## src/shared/mfs_pkg.sv

```systemverilog
// Constants shared by the memory fault status block
package mfs_pkg;

    ////////////////////////////////////////////////////////////////////////////
    // Bus geometry
    localparam int ADR_W = 8;                       // Byte address width
    localparam int DAT_W = 32;                      // Data width

    ////////////////////////////////////////////////////////////////////////////
    // Register byte offsets
    localparam logic [7:0] OFS_STATUS = 8'h00;      // Fault flags, R/W1C
    localparam logic [7:0] OFS_IRQ_EN = 8'h04;      // Interrupt enable
    localparam logic [7:0] OFS_IRQ_CLR = 8'h08;     // Flag clear, write only
    localparam logic [7:0] OFS_FAULT_ADDR = 8'h0c;  // Captured fault address
    localparam logic [7:0] OFS_STACKED_PC = 8'h10;  // PC pushed for return
    localparam logic [7:0] OFS_CTRL = 8'h14;        // Protection unit control

    ////////////////////////////////////////////////////////////////////////////
    // Status field positions
    localparam int BIT_INSTR_VIOL = 0;              // Instruction access violation
    localparam int BIT_DATA_VIOL = 1;               // Data access violation
    localparam int BIT_RSVD = 2;                    // Reserved, reads zero
    localparam int BIT_UNSTACK_VIOL = 3;            // Unstack violation
    localparam int BIT_ADDR_VALID = 7;              // Fault address valid
    localparam int BIT_MPU_EN = 0;                  // Control: protection enable
    localparam int NUM_FLAGS = 4;                   // Sticky flags held
    localparam int STAT_W = 8;                      // Width of status layout

    ////////////////////////////////////////////////////////////////////////////
    // Flag index to status bit position
    localparam int FLAG_POS [NUM_FLAGS] = '{
        BIT_INSTR_VIOL, BIT_DATA_VIOL, BIT_UNSTACK_VIOL, BIT_ADDR_VALID
    };

    ////////////////////////////////////////////////////////////////////////////
    // Values after reset
    localparam logic RST_FLAG = 1'b0;               // Every flag clear
    localparam logic [7:0] RST_IRQ_EN = 8'h00;      // Interrupts disabled
    localparam logic RST_MPU_EN = 1'b0;             // Protection unit off
    localparam logic [31:0] RST_WORD = 32'h0000_0000;   // Address and PC
    localparam logic [31:0] RD_ZERO = 32'h0000_0000;    // Unmapped read value

endpackage

```

## src/hdl/mfs_flag.sv

```systemverilog
// Sticky event flag, cleared by software, set wins over clear
`timescale 1ns/1ps

module mfs_flag
(
    // Clock and reset
    input wire logic clk_i,
    input wire logic rst_i,
    // Event and clear
    input wire logic set_i,
    input wire logic clr_i,
    // Flag level
    output logic q_o
);

    ////////////////////////////////////////////////////////////////////////////
    // State
    typedef struct packed {
        logic flag;                                 // Sticky flag
    } mfs_flag_st_t;

    mfs_flag_st_t cur_ff;                           // Registered state
    mfs_flag_st_t nxt_ff;                           // Next state

    // Set beats a clear in the same cycle, so no event is lost
    always_comb
    begin
        nxt_ff = cur_ff;
        if (set_i)
        begin
            nxt_ff.flag = 1'b1;                     // Event arrives
        end
        else if (clr_i)
        begin
            nxt_ff.flag = 1'b0;                     // Software clears
        end
    end

    // State register
    always_ff @(posedge clk_i or posedge rst_i)
    begin
        if (rst_i)
        begin
            cur_ff.flag <= mfs_pkg::RST_FLAG;
        end
        else
        begin
            cur_ff <= nxt_ff;
        end
    end

    assign q_o = cur_ff.flag;

endmodule

```

## src/hdl/mfs_wb_slave.sv

```systemverilog
// Classic Wishbone slave handshake with registered acknowledge and read data
`timescale 1ns/1ps

module mfs_wb_slave
(
    // Clock and reset
    input wire logic clk_i,
    input wire logic rst_i,
    // Bus request
    input wire logic cyc_i,
    input wire logic stb_i,
    input wire logic we_i,
    // Read data from decode
    input wire logic [31:0] rd_data_i,
    // Bus answer
    output logic ack_o,
    output logic [31:0] dat_o,
    // Write taken this cycle
    output logic wr_stb_o
);

    ////////////////////////////////////////////////////////////////////////////
    // State
    typedef struct packed {
        logic ack;                                  // Acknowledge
        logic [31:0] dat;                           // Read data
    } mfs_wb_st_t;

    mfs_wb_st_t cur_ff;                             // Registered state
    mfs_wb_st_t nxt_ff;                             // Next state
    logic take;                                     // Request accepted

    // One answer per request; ack falls the cycle after it rose
    assign take = cyc_i & stb_i & ~cur_ff.ack;
    assign wr_stb_o = take & we_i;

    // Next state
    always_comb
    begin
        nxt_ff = cur_ff;
        nxt_ff.ack = take;
        if (take & ~we_i)
        begin
            nxt_ff.dat = rd_data_i;                 // Capture read word
        end
    end

    // State register
    always_ff @(posedge clk_i or posedge rst_i)
    begin
        if (rst_i)
        begin
            cur_ff.ack <= 1'b0;
            cur_ff.dat <= mfs_pkg::RST_WORD;
        end
        else
        begin
            cur_ff <= nxt_ff;
        end
    end

    assign ack_o = cur_ff.ack;
    assign dat_o = cur_ff.dat;

endmodule

```

## src/hdl/mfs_top.sv

```systemverilog
// Memory fault status low bits: sticky flags, fault address, stacking control
//
// Operation
// - Unstack fault on return sets bit 3
// - Unstack fault chains to handler, frame kept
// - Unstack fault: SP held, no save, no address
// - Bit 2 reserved, read only, reads zero
// - Forbidden load or store sets bit 1
// - Data fault captures access address
// - Stacked PC points at faulting instruction
// - Fetch from non-executable location sets bit 0
// - Execute-never faults even without protection unit
// - Instruction fault leaves fault address untouched
// - Flags reset zero, write one clears
// - Address valid set only when address captured
//
// The implementer's own choices: the Wishbone slave port and the register offsets.
`timescale 1ns/1ps

module mfs_top
(
    // Clock and reset
    input wire logic MCLK_I,
    input wire logic RESET_I,
    // Wishbone slave
    input wire logic WB_CYC_I,
    input wire logic WB_STB_I,
    input wire logic WB_WE_I,
    input wire logic [7:0] WB_ADR_I,
    input wire logic [3:0] WB_SEL_I,
    input wire logic [31:0] WB_DAT_I,
    output logic [31:0] WB_DAT_O,
    output logic WB_ACK_O,
    // Exception return unstacking
    input wire logic UNSTACK_FAULT_I,
    // Data access checking
    input wire logic DATA_FAULT_I,
    input wire logic [31:0] DATA_ADDR_I,
    // Instruction fetch checking
    input wire logic FETCH_ISSUE_I,
    input wire logic EXECUTE_NEVER_ATTRIBUTE_I,
    input wire logic FETCH_DENY_I,
    // Address of the instruction in flight
    input wire logic [31:0] FAULT_PC_I,
    // Exception sequencer control
    output logic FAULT_TAKE_O,
    output logic CHAIN_O,
    output logic SKIP_SAVE_O,
    output logic SP_HOLD_O,
    output logic STACK_PC_WE_O,
    output logic [31:0] STACK_PC_O,
    // Fault address register
    output logic [31:0] MEM_FAULT_ADDRESS_REG_O,
    // Interrupt
    output logic IRQ_O
);

    ////////////////////////////////////////////////////////////////////////////
    // State
    // Block state apart from the flags and the bus handshake, in one packed struct
    typedef struct packed {
        logic [7:0] irq_en;                         // Interrupt enable
        logic mpu_en;                               // Protection unit enable
        logic [31:0] fault_addr;                    // Fault address register
        logic [31:0] stacked_pc;                    // PC to push on entry
        logic take;                                 // Enter fault handler
        logic chain;                                // Chained entry
        logic skip_save;                            // No new context save
        logic sp_hold;                              // Keep stack pointer
        logic pc_we;                                // Push stacked PC
        logic irq;                                  // Interrupt level
    } mfs_top_st_t;

    mfs_top_st_t cur_ff;                            // Registered state
    mfs_top_st_t nxt_ff;                            // Next state

    ////////////////////////////////////////////////////////////////////////////
    // Bus side signals
    logic wr_stb;                                   // Write taken this cycle
    logic [31:0] rd_data;                           // Decoded read word
    logic [31:0] wr_mask;                           // Byte enables as bit mask
    logic [31:0] wr_bits;                           // Write data under mask
    logic wr_status;                                // Write to status
    logic wr_clr;                                   // Write to clear register
    logic wr_en;                                    // Write to enable register
    logic wr_ctrl;                                  // Write to control

    ////////////////////////////////////////////////////////////////////////////
    // Fault side signals
    logic instr_viol;                               // Fetch violation now
    logic addr_capture;                             // Data fault that loads the address
    logic [mfs_pkg::NUM_FLAGS-1:0] flag_set;        // Per-flag set
    logic [mfs_pkg::NUM_FLAGS-1:0] flag_clr;        // Per-flag clear
    logic [mfs_pkg::NUM_FLAGS-1:0] flag_q;          // Per-flag level
    logic [7:0] status;                             // Assembled status byte

    ////////////////////////////////////////////////////////////////////////////
    // Bus handshake
    // Acknowledge comes one cycle after the request is taken
    mfs_wb_slave u_wb
    (
        .clk_i(MCLK_I),
        .rst_i(RESET_I),
        .cyc_i(WB_CYC_I),
        .stb_i(WB_STB_I),
        .we_i(WB_WE_I),
        .rd_data_i(rd_data),
        .ack_o(WB_ACK_O),
        .dat_o(WB_DAT_O),
        .wr_stb_o(wr_stb)
    );

    // Byte enables widened to a bit mask
    // Partial writes touch only the enabled byte lanes
    assign wr_mask = {{8{WB_SEL_I[3]}}, {8{WB_SEL_I[2]}},
                      {8{WB_SEL_I[1]}}, {8{WB_SEL_I[0]}}};
    assign wr_bits = WB_DAT_I & wr_mask;

    // Write decode; address is stable while the request stands
    // Full byte address compared, so no offset aliases another
    assign wr_status = wr_stb && (WB_ADR_I == mfs_pkg::OFS_STATUS);
    assign wr_clr = wr_stb && (WB_ADR_I == mfs_pkg::OFS_IRQ_CLR);
    assign wr_en = wr_stb && (WB_ADR_I == mfs_pkg::OFS_IRQ_EN);
    assign wr_ctrl = wr_stb && (WB_ADR_I == mfs_pkg::OFS_CTRL);

    ////////////////////////////////////////////////////////////////////////////
    // Fault detection
    // Execute-never faults regardless of protection unit state
    // A denied fetch faults only while the protection unit is on
    assign instr_viol = FETCH_ISSUE_I &
                        (EXECUTE_NEVER_ATTRIBUTE_I | (cur_ff.mpu_en & FETCH_DENY_I));

    // An unstack fault overrides a data fault in the same cycle and keeps
    // the address register, so that data fault must not mark it valid
    assign addr_capture = DATA_FAULT_I & ~UNSTACK_FAULT_I;

    // Set sources per flag, index order matches the package table
    assign flag_set[0] = instr_viol;
    assign flag_set[1] = DATA_FAULT_I;
    assign flag_set[2] = UNSTACK_FAULT_I;
    assign flag_set[3] = addr_capture;

    ////////////////////////////////////////////////////////////////////////////
    // Sticky flags, one per flag bit of the status byte (bits 0, 1, 3, 7)
    generate
        for (genvar i = 0; i < mfs_pkg::NUM_FLAGS; i++)
        begin : g_flag
            // A fault in the clearing cycle still leaves the flag set
            // Write one to status or clear register clears; zero keeps
            assign flag_clr[i] = (wr_status | wr_clr) & wr_bits[mfs_pkg::FLAG_POS[i]];

            mfs_flag u_flag
            (
                .clk_i(MCLK_I),
                .rst_i(RESET_I),
                .set_i(flag_set[i]),
                .clr_i(flag_clr[i]),
                .q_o(flag_q[i])
            );
        end
    endgenerate

    // Status byte assembly; reserved bits tie to zero
    // Bits 6:4 have no flag behind them and read zero too
    always_comb
    begin
        status = 8'h00;
        status[mfs_pkg::BIT_INSTR_VIOL] = flag_q[0];
        status[mfs_pkg::BIT_DATA_VIOL] = flag_q[1];
        status[mfs_pkg::BIT_UNSTACK_VIOL] = flag_q[2];
        status[mfs_pkg::BIT_ADDR_VALID] = flag_q[3];
        status[mfs_pkg::BIT_RSVD] = 1'b0;
    end

    ////////////////////////////////////////////////////////////////////////////
    // Read decode; unmapped and write-only offsets read zero
    // The bus slave registers this word at the taking edge
    always_comb
    begin
        rd_data = mfs_pkg::RD_ZERO;
        unique case (WB_ADR_I)
            mfs_pkg::OFS_STATUS:
            begin
                rd_data[7:0] = status;
            end
            mfs_pkg::OFS_IRQ_EN:
            begin
                rd_data[7:0] = cur_ff.irq_en;
            end
            mfs_pkg::OFS_FAULT_ADDR:
            begin
                rd_data = cur_ff.fault_addr;
            end
            mfs_pkg::OFS_STACKED_PC:
            begin
                rd_data = cur_ff.stacked_pc;
            end
            mfs_pkg::OFS_CTRL:
            begin
                rd_data[mfs_pkg::BIT_MPU_EN] = cur_ff.mpu_en;
            end
            default:
            begin
                rd_data = mfs_pkg::RD_ZERO;         // Clear register, unmapped
            end
        endcase
    end

    ////////////////////////////////////////////////////////////////////////////
    // Next state
    // Coinciding faults: unstack first, then data, then fetch
    // Unstack wins so that its return frame stays untouched
    always_comb
    begin
        nxt_ff = cur_ff;
        // Single-cycle sequencer strobes default low
        nxt_ff.take = 1'b0;
        nxt_ff.chain = 1'b0;
        nxt_ff.skip_save = 1'b0;
        nxt_ff.sp_hold = 1'b0;
        nxt_ff.pc_we = 1'b0;

        // Software control writes
        // Enable register follows the status layout, per byte lane
        if (wr_en)
        begin
            nxt_ff.irq_en = (cur_ff.irq_en & ~wr_mask[7:0]) | wr_bits[7:0];
        end
        if (wr_ctrl && WB_SEL_I[0])
        begin
            nxt_ff.mpu_en = WB_DAT_I[mfs_pkg::BIT_MPU_EN];
        end

        // Unstack fault: chained entry on the untouched return frame
        // No PC push and no address load on this path
        if (UNSTACK_FAULT_I)
        begin
            nxt_ff.take = 1'b1;
            nxt_ff.chain = 1'b1;
            nxt_ff.skip_save = 1'b1;
            nxt_ff.sp_hold = 1'b1;
        end
        // Data fault: capture address, push faulting PC
        else if (DATA_FAULT_I)
        begin
            nxt_ff.take = 1'b1;
            nxt_ff.fault_addr = DATA_ADDR_I;
            nxt_ff.stacked_pc = FAULT_PC_I;
            nxt_ff.pc_we = 1'b1;
        end
        // Instruction fault: push faulting PC, address register kept
        // Fetch address is never written to the address register
        else if (instr_viol)
        begin
            nxt_ff.take = 1'b1;
            nxt_ff.stacked_pc = FAULT_PC_I;
            nxt_ff.pc_we = 1'b1;
        end

        // Level interrupt from enabled flags
        // One flop of lag behind the flags
        nxt_ff.irq = |(status & cur_ff.irq_en);
    end

    ////////////////////////////////////////////////////////////////////////////
    // State register
    // Reset branch loads constants only
    always_ff @(posedge MCLK_I or posedge RESET_I)
    begin
        if (RESET_I)
        begin
            cur_ff.irq_en <= mfs_pkg::RST_IRQ_EN;
            cur_ff.mpu_en <= mfs_pkg::RST_MPU_EN;
            cur_ff.fault_addr <= mfs_pkg::RST_WORD;
            cur_ff.stacked_pc <= mfs_pkg::RST_WORD;
            cur_ff.take <= 1'b0;
            cur_ff.chain <= 1'b0;
            cur_ff.skip_save <= 1'b0;
            cur_ff.sp_hold <= 1'b0;
            cur_ff.pc_we <= 1'b0;
            cur_ff.irq <= 1'b0;
        end
        else
        begin
            cur_ff <= nxt_ff;
        end
    end

    ////////////////////////////////////////////////////////////////////////////
    // Outputs straight from flip-flops
    // Strobes last one cycle; address holds until the next data fault, PC until the next data or fetch fault
    assign FAULT_TAKE_O = cur_ff.take;
    assign CHAIN_O = cur_ff.chain;
    assign SKIP_SAVE_O = cur_ff.skip_save;
    assign SP_HOLD_O = cur_ff.sp_hold;
    assign STACK_PC_WE_O = cur_ff.pc_we;
    assign STACK_PC_O = cur_ff.stacked_pc;
    assign MEM_FAULT_ADDRESS_REG_O = cur_ff.fault_addr;
    assign IRQ_O = cur_ff.irq;

endmodule

```

## config.mk

```make
export PLATFORM = sky130hd
export DESIGN_NAME = mfs_top
export DESIGN_NICKNAME = d
export VERILOG_FILES = /design/src/shared/mfs_pkg.sv /design/src/hdl/mfs_flag.sv /design/src/hdl/mfs_wb_slave.sv /design/src/hdl/mfs_top.sv
export SDC_FILE = /design/constraint.sdc
export NUM_CORES = 1
export LEC_CHECK = 0
export BUFFER_PORTS_ARGS = -buffer_cell sky130_fd_sc_hd__buf_4
export CORE_MARGIN = 10
export CORE_UTILIZATION = 52
export CTS_BUF_LIST = sky130_fd_sc_hd__clkbuf_16
export DETAILED_ROUTE_END_ITERATION = 7
export PLACE_DENSITY = 0.86
export SLEW_MARGIN = 40
export SYNTH_ARGS = -nofsm -noshare
export SYNTH_HDL_FRONTEND = slang
export SYNTH_SLANG_ARGS = --single-unit
```

## constraint.sdc

```tcl
create_clock -name MCLK_I -period 9.55 [get_ports MCLK_I]
set_input_delay 1.4325 -clock MCLK_I [delete_from_list [all_inputs] [get_ports MCLK_I]]
set_output_delay 1.4325 -clock MCLK_I [all_outputs]
set_load 0.02 [all_outputs]
```

==> results.toml, run 1 <==
[floorplan]
initial_core_util = 0.536
rows = 36
die_h_microns = 120
die_area_sq_mm = 0.0145
core_region_area_sq_mm = 0.00977
num_io_pins = 221
dieWidth_microns = 120

[setup_path]
crit_path_top_delay_cell = "sky130_fd_sc_hd__or4_4"
critical_path.startpoint_type = "primary input"
worstSetupPathType = "primary input to register"
critical-path-top-delay-family = "simple AND/OR/NAND/NOR gates"
worst_ep_arrival_time_ps = 3080
cp_data_required_time_ps = 9830
critical_path_buf_inv_count = 1
worstPathCellList = "buf_4 -> or3_4 -> or4_4 -> nor2_8 -> mux2_4"
cp_max_fo = 8
slowest_delay_ps = 540
critPathCaptureType = "register"

[place]
finalWeightedCongestion = 0.878
place.detailed.hpwl_microns = 10500
dp_slack_ps = 6350
place.port_buffers = 193

[hold_path]
worst_hold_path_type = "register to register"

[drt]
detail_route.vias_per_cell = 5.39
drt.antenna.violating_nets = 0
detailroute.via_count = 3781
remaining_drc_errors = 0
drt-initial-drc-count = 190
first_pass_iteration_count_of_the_detailed_router = 5
routed_wirelength_microns = 14800
route.detailed.wl_per_inst_microns = 21.1

[sta]
tns_ps = 0
grt_setup_unrepaired = "false"
min_period_ps = 2800
finClkSkew_ps = 6.70
finalCritPeriodShare = 0.293
timing.fmax_ghz = 0.357
worstMarginPinSlew_ps = 720
report.final.setup_viol = 0
post-route-worst-setup-slack_ps = 6750
timing_max_transition_violations_final = 0
report.final.hold_viol_count = 0
slew_headroom = 0.520

[cells_and_area]
multi_input_comb_area_sq_mm = 0.00182
final_core_util = 0.722
area_growth_pct = 34.8
post_layout_net_count = 672
layout-drive-gt1-share = 0.552
seqCellArea_sq_mm = 0.00285
nFillCells = 670

[power]
total_leakage_power_nw = 3.51
irDropWorstVdd_mv = 0.134
pwr-share-seq = 0.360
pwr_density_cell_mw_per_mm2 = 222
cell_internal_pwr_w = 0.00119
portion_of_total_power_attributed_to_combinational_logic = 0.154
clockPowerShare = 0.486
power_switching_share = 0.243
net-switching-power_w = 0.000380

[synth]
synth-edff-count = 0
synthMostInstantiatedCell = "sky130_fd_sc_hd__dfrtp_1"
yosys-mux-area-fraction = 0.178
synthArstFlopShare = 1.00
adder_cell_share_of_the_synthesized_area = 0
synth_seq_cells = 114
ys_seq_area_frac = 0.545
synth.top_cells.by_area = "sky130_fd_sc_hd__dfrtp_1, sky130_fd_sc_hd__mux2_2, sky130_fd_sc_hd__buf_4, sky130_fd_sc_hd__nand2_1, sky130_fd_sc_hd__a22oi_1"
synth_ff_type = "sky130_fd_sc_hd__dfrtp_1"
post_synth.cell_area_avg_sq_um = 12.3
post_syn_area_sq_mm = 0.00524
synth_simple_gate_area_frac = 0.0863
complex_gate_fraction_of_the_synthesized_area = 0.0784
synthXorXnorAreaFrac = 0
mappedNetlistNets = 542
post_synth_inst_count = 424
ys_types = 41
synthTopCellsByCount = "sky130_fd_sc_hd__dfrtp_1, sky130_fd_sc_hd__buf_4, sky130_fd_sc_hd__mux2_2, sky130_fd_sc_hd__nand2_1, sky130_fd_sc_hd__a22oi_1"
synth_warnings = 0
synth.largest_area_cell = "sky130_fd_sc_hd__dfrtp_1"
synth_largest_type_area_fraction = 0.545
main_combinational_cell_family_by_area_after_synthesis = "multiplexers"

[clock_tree]
tritoncts = "done"
tritoncts.num_buffers = 17
cts-resized-gates = 0
max_h_tree_level = 4
clock_insertion_delay_worst_skew_ps = 400
root_buffer = "sky130_fd_sc_hd__clkbuf_16"
post_cts_buffers = 0
clock-sinks = 114
number_of_buffers_on_the_longest_clock_path = 2
ctsHoldBuffers = 0
worst_setup_hold_path_clk_slew_ps = 50

[job]
max_cap_viol_count = 0

[global_routing]
grt_start_max_net_pins = 59
first_global_vias = 4265
antenna_found_initial = 1
grt_remaining_overflow = 0
global_route_wire_length_before_repair_microns = 23700
global_route.usage.total = 0.208

[run_status]
status = "finished clean"
metrics by stage:
stage | power (W) | hold slack [ps] | instance area, sq um | instances
after global routing | 0.00162 | 535 | 7060 | 701
after CTS | 0.00158 | 504 | 7060 | 700
after detailed placement | 0.000813 | 490 | 6340 | 668
after global placement | 0.000803 | 481 | 6320 | 667
final | 0.00157 | 504 | 7060 | 701
after floorplan | 0.000742 | 465 | 5240 | 424
worst register-to-register path, cell delays in order, from the launching register on:
cell	delay [ps]
sky130_fd_sc_hd__dfrtp_1	400
sky130_fd_sc_hd__nand4bb_2	250
sky130_fd_sc_hd__buf_4	300
sky130_fd_sc_hd__nor4_4	310
sky130_fd_sc_hd__buf_4	380
sky130_fd_sc_hd__a22o_1	210
sky130_fd_sc_hd__a21o_1	80
logic make-up (layout without fill, tap and decap cells):
group,Yosys count,in the layout
DFF,114,114
buffers and inverters,89,232
and+or+nand+nor,85,85
muxes,81,81
AOI/OAI and AO/OA,55,55
other,0,1
sequential cells by signal, summed over array words and instances (netlist names), named ones only:
signal	count
CHAIN_O	1
FAULT_TAKE_O	1
IRQ_O	1
MEM_FAULT_ADDRESS_REG_O	32
STACK_PC_O	32
STACK_PC_WE_O	1
cur_ff	1
g_flag.u_flag.q_o	4
u_wb.ack_o	1
u_wb.dat_o	32
power by group through the flow:
stage,logic (W),registers [W],clock network (W)
after floorplan,0.000180,0.000562,0
after global placement,0.000236,0.000567,0
after detailed placement,0.000243,0.000571,0
after CTS,0.000245,0.000564,0.000772
after global routing,0.000256,0.000571,0.000798
final,0.000241,0.000564,0.000762
layer usage:
metal	vias to the layer above	global-route usage	wire, microns
met2	171	0.350	7460
met5	-	0	0
met4	0	0.0679	115
met1	1906	0.221	5630
met3	11	0.108	1600
li1	1693	-	-
cells in the final DEF (no fill, tap or decap), types with 8 or more instances in the layout:
cell type,n
sky130_fd_sc_hd__buf_4,197
sky130_fd_sc_hd__mux2i_1,8
sky130_fd_sc_hd__a22oi_1,26
sky130_fd_sc_hd__bufinv_16,8
sky130_fd_sc_hd__mux2_2,65
sky130_fd_sc_hd__clkbuf_16,17
sky130_fd_sc_hd__mux2_4,8
sky130_fd_sc_hd__nand2_1,54
sky130_fd_sc_hd__dfrtp_1,114
area by class of cell:
| cell class | instances | share of cell area |
|---|---|---|
| Inverter | 2 | 0.00142 |
| Antenna cell | 1 | 0.000354 |
| Clock buffer | 17 | 0.0603 |
| Timing Repair Buffer | 198 | 0.212 |
| Tap cell | 133 | 0.0236 |
| Multi-Input combinational cell | 221 | 0.258 |
| Clock inverter | 15 | 0.0406 |
| Sequential cell | 114 | 0.404 |
worst paths after layout:
path                                         to  cells past startpoint  slack [ps]                         from
setup / recovery                       register                      5        6750                  WB_ADR_I[7]
hold / removal                   u_wb.dat_o[25]                      2         500  MEM_FAULT_ADDRESS_REG_O[25]
setup reg to reg                  u_wb.dat_o[3]                      6        7550                   u_wb.ack_o
hold reg to reg                  u_wb.dat_o[25]                      2         500  MEM_FAULT_ADDRESS_REG_O[25]
max in group asynchronous  g_flag[1].u_flag.q_o                      3        7190                      RESET_I
min in group asynchronous        STACK_PC_O[13]                      2        1140                      RESET_I
Note: power is estimated with default switching activity, not from simulation.
==> run 2: changes to the inputs <==
--- a/config.mk
+++ b/config.mk
@@ -5,12 +5,13 @@
 export SDC_FILE = /design/constraint.sdc
 export NUM_CORES = 1
 export LEC_CHECK = 0
+export ABC_AREA = 1
 export BUFFER_PORTS_ARGS = -buffer_cell sky130_fd_sc_hd__buf_4
 export CORE_MARGIN = 10
-export CORE_UTILIZATION = 52
+export CORE_UTILIZATION = 44
 export CTS_BUF_LIST = sky130_fd_sc_hd__clkbuf_16
 export DETAILED_ROUTE_END_ITERATION = 7
-export PLACE_DENSITY = 0.86
+export PLACE_DENSITY = 0.77
 export SLEW_MARGIN = 40
 export SYNTH_ARGS = -nofsm -noshare
 export SYNTH_HDL_FRONTEND = slang
==> constraint.sdc (replaced) <==
create_clock -name MCLK_I -period 2.26 [get_ports MCLK_I]
set_input_delay 0.339 -clock MCLK_I [delete_from_list [all_inputs] [get_ports MCLK_I]]
set_output_delay 0.339 -clock MCLK_I [all_outputs]
set_load 0.02 [all_outputs]
==> results.toml, run 2 <==
[cells_and_area]
post_layout_net_count = 837
area_growth_pct = 30.1
antenna-diode-count = 0
layout-drive-gt1-share = 0.388
layout.cells.most_common_list = "sky130_fd_sc_hd__nand2_1, sky130_fd_sc_hd__buf_4, sky130_fd_sc_hd__dfrtp_1, sky130_fd_sc_hd__nand3_1"
mostFrequentLayoutCell = "sky130_fd_sc_hd__nand2_1"
final_core_util = 0.589
design_area_sq_mm = 0.00713

[synth]
synth_warnings = 0
synthArstFlopShare = 1.00
post_synth.cell_area_avg_sq_um = 9.31
synth_seq_cells = 114
synthXorXnorAreaFrac = 0
mappedNetlistNets = 707
complex_gate_fraction_of_the_synthesized_area = 0.0395
post_syn_area_sq_mm = 0.00548
synth_ff_type = "sky130_fd_sc_hd__dfrtp_1"
ys_seq_area_frac = 0.520
synth.top_cells.by_area = "sky130_fd_sc_hd__dfrtp_1, sky130_fd_sc_hd__nand2_1, sky130_fd_sc_hd__buf_4, sky130_fd_sc_hd__mux2_2, sky130_fd_sc_hd__nand3_1"
post_synth_inst_count = 589
yosys-mux-area-fraction = 0.0657
synth.largest_area_cell = "sky130_fd_sc_hd__dfrtp_1"
adder_cell_share_of_the_synthesized_area = 0
synth_largest_type_area_fraction = 0.520
synth-edff-count = 0
ys_types = 24
synthMostInstantiatedCell = "sky130_fd_sc_hd__nand2_1"
synth_simple_gate_area_frac = 0.238
main_combinational_cell_family_by_area_after_synthesis = "simple AND/OR/NAND/NOR gates"
synthTopCellsByCount = "sky130_fd_sc_hd__nand2_1, sky130_fd_sc_hd__dfrtp_1, sky130_fd_sc_hd__buf_4, sky130_fd_sc_hd__nand3_1"

[drt]
drt-initial-drc-count = 398
detailroute.via_count = 4475
route.detailed.wl_per_inst_microns = 17.9
routed_wirelength_microns = 16100
first_pass_iteration_count_of_the_detailed_router = 5
drt.antenna.violating_nets = 0
detail_route.vias_per_cell = 4.97
remaining_drc_errors = 0

[clock_tree]
tritoncts.num_buffers = 17
max_h_tree_level = 4
post_cts_buffers = 0
worst_setup_hold_path_clk_slew_ps = 50
clock-sinks = 114
tritoncts = "done"
root_buffer = "sky130_fd_sc_hd__clkbuf_16"
clock_insertion_delay_worst_skew_ps = 410
ctsHoldBuffers = 0
number_of_buffers_on_the_longest_clock_path = 2
cts-resized-gates = 0

[setup_path]
slowest_delay_ps = 410
worstPathCellList = "nand2_1 -> inv_1 -> o21ai_2 -> nand2_1 -> nand2_2 -> inv_2 -> nand2_1 -> nand2_1"
cp_data_required_time_ps = 2560
cp_max_fo = 33
crit_path_top_delay_cell = "sky130_fd_sc_hd__dfrtp_1"
path_common_cell = "sky130_fd_sc_hd__nand2_1"
worst_ep_arrival_time_ps = 2080
worstSetupPathType = "register to register"
critical_path.startpoint_type = "register"
critPathCaptureType = "register"

[sta]
report.final.hold_viol_count = 0
worstMarginPinSlew_ps = 661
timing_max_transition_violations_final = 0
finClkSkew_ps = 4.90
min_period_ps = 1790
slew_headroom = 0.559
tns_ps = 0
grt_setup_unrepaired = "false"
finalCritPeriodShare = 0.792
timing.fmax_ghz = 0.559
report.final.setup_viol = 0
fin_worst_hold_slack_ps = 43.7

[power]
pwr_density_cell_mw_per_mm2 = 897
irDropWorstVdd_mv = 0.538
p_total_w = 0.00640
total_leakage_power_nw = 3.61

[floorplan]
num_io_pins = 221
dieWidth_microns = 132
die_h_microns = 132
initial_core_util = 0.453
rows = 40
die_area_sq_mm = 0.0173
core_region_area_sq_mm = 0.0121

[global_routing]
antenna_found_initial = 0
global_route.usage.total = 0.187
global_route_wire_length_before_repair_microns = 25500
grt_remaining_overflow = 0
first_global_vias = 4615
grt_start_max_net_pins = 115

[place]
place.port_buffers = 193
finalWeightedCongestion = 0.842
place.detailed.hpwl_microns = 11900
total_cell_area_at_the_placement_stage_sq_mm = 0.00656

[job]
max_cap_viol_count = 0

[run_status]
status = "finished clean"

[hold_path]
worst_hold_path_type = "primary input to register"
==> run 2: metrics by stage <==
step,instances,setup WS [ps]
3_3_place_gp,868,550
4_1_cts,900,485
2_1_floorplan,589,536
3_5_place_dp,868,477
5_1_grt,900,340
6_report,900,471
==> run 2: worst paths after layout <==
check | cells past startpoint | slack [ps] | startpoint | end
min in group asynchronous | 3 | 90 | RESET_I | STACK_PC_O[15]
max in group asynchronous | 3 | 1710 | RESET_I | u_wb.dat_o[3]
setup reg to reg | 8 | 470 | cur_ff[70] | STACK_PC_O[9]
hold / removal | 1 | 40 | UNSTACK_FAULT_I | CHAIN_O
hold reg to reg | 2 | 470 | register | register
setup / recovery | 8 | 470 | cur_ff[70] | STACK_PC_O[9]
==> run 2: where the power goes <==
| part | switching (W) | internal (W) |
|---|---|---|
| sequential | 0.000199 | 0.00229 |
| combinational | 0.000722 | 0.000582 |
| clock | 0.000903 | 0.00170 |
==> run 2: layout make-up <==
| class | instances | area (sq um) |
|---|---|---|
| fillers | 1057 | 4980 |
| inverters | 18 | 71.3 |
| clock buffers | 17 | 425 |
| multi-input cells | 367 | 1890 |
| well taps | 168 | 210 |
| clock inverters | 15 | 150 |
| repair buffers | 201 | 1530 |
| flip-flops and latches | 114 | 2850 |
==> run 2: cells by family after synthesis <==
| family | count (synthesis) |
|---|---|
| buffers and inverters | 108 |
| AOI/OAI and AO/OA | 34 |
| DFF | 114 |
| and+or+nand+nor | 301 |
| muxes | 32 |
==> run 2: layer usage <==
layer | up-vias | track usage | wire length [microns] | part of all wire
met1 | 2131 | 0.213 | 6400 | 0.40
li1 | 2099 | - | - | -
met2 | 212 | 0.310 | 8170 | 0.51
met3 | 33 | 0.0690 | 1280 | 0.079
met4 | 0 | 0.0754 | 303 | 0.019
met5 | - | 0 | 0 | 0
==> run 2: worst max-delay path: cells and delay by family, from the launching register on <==
family                 cells  cell delay [ps]
AO/OA/AOI/OAI              1              160
buffers and inverters      2              410
AND/OR/NAND/NOR            5              690
flip-flops                 1              410
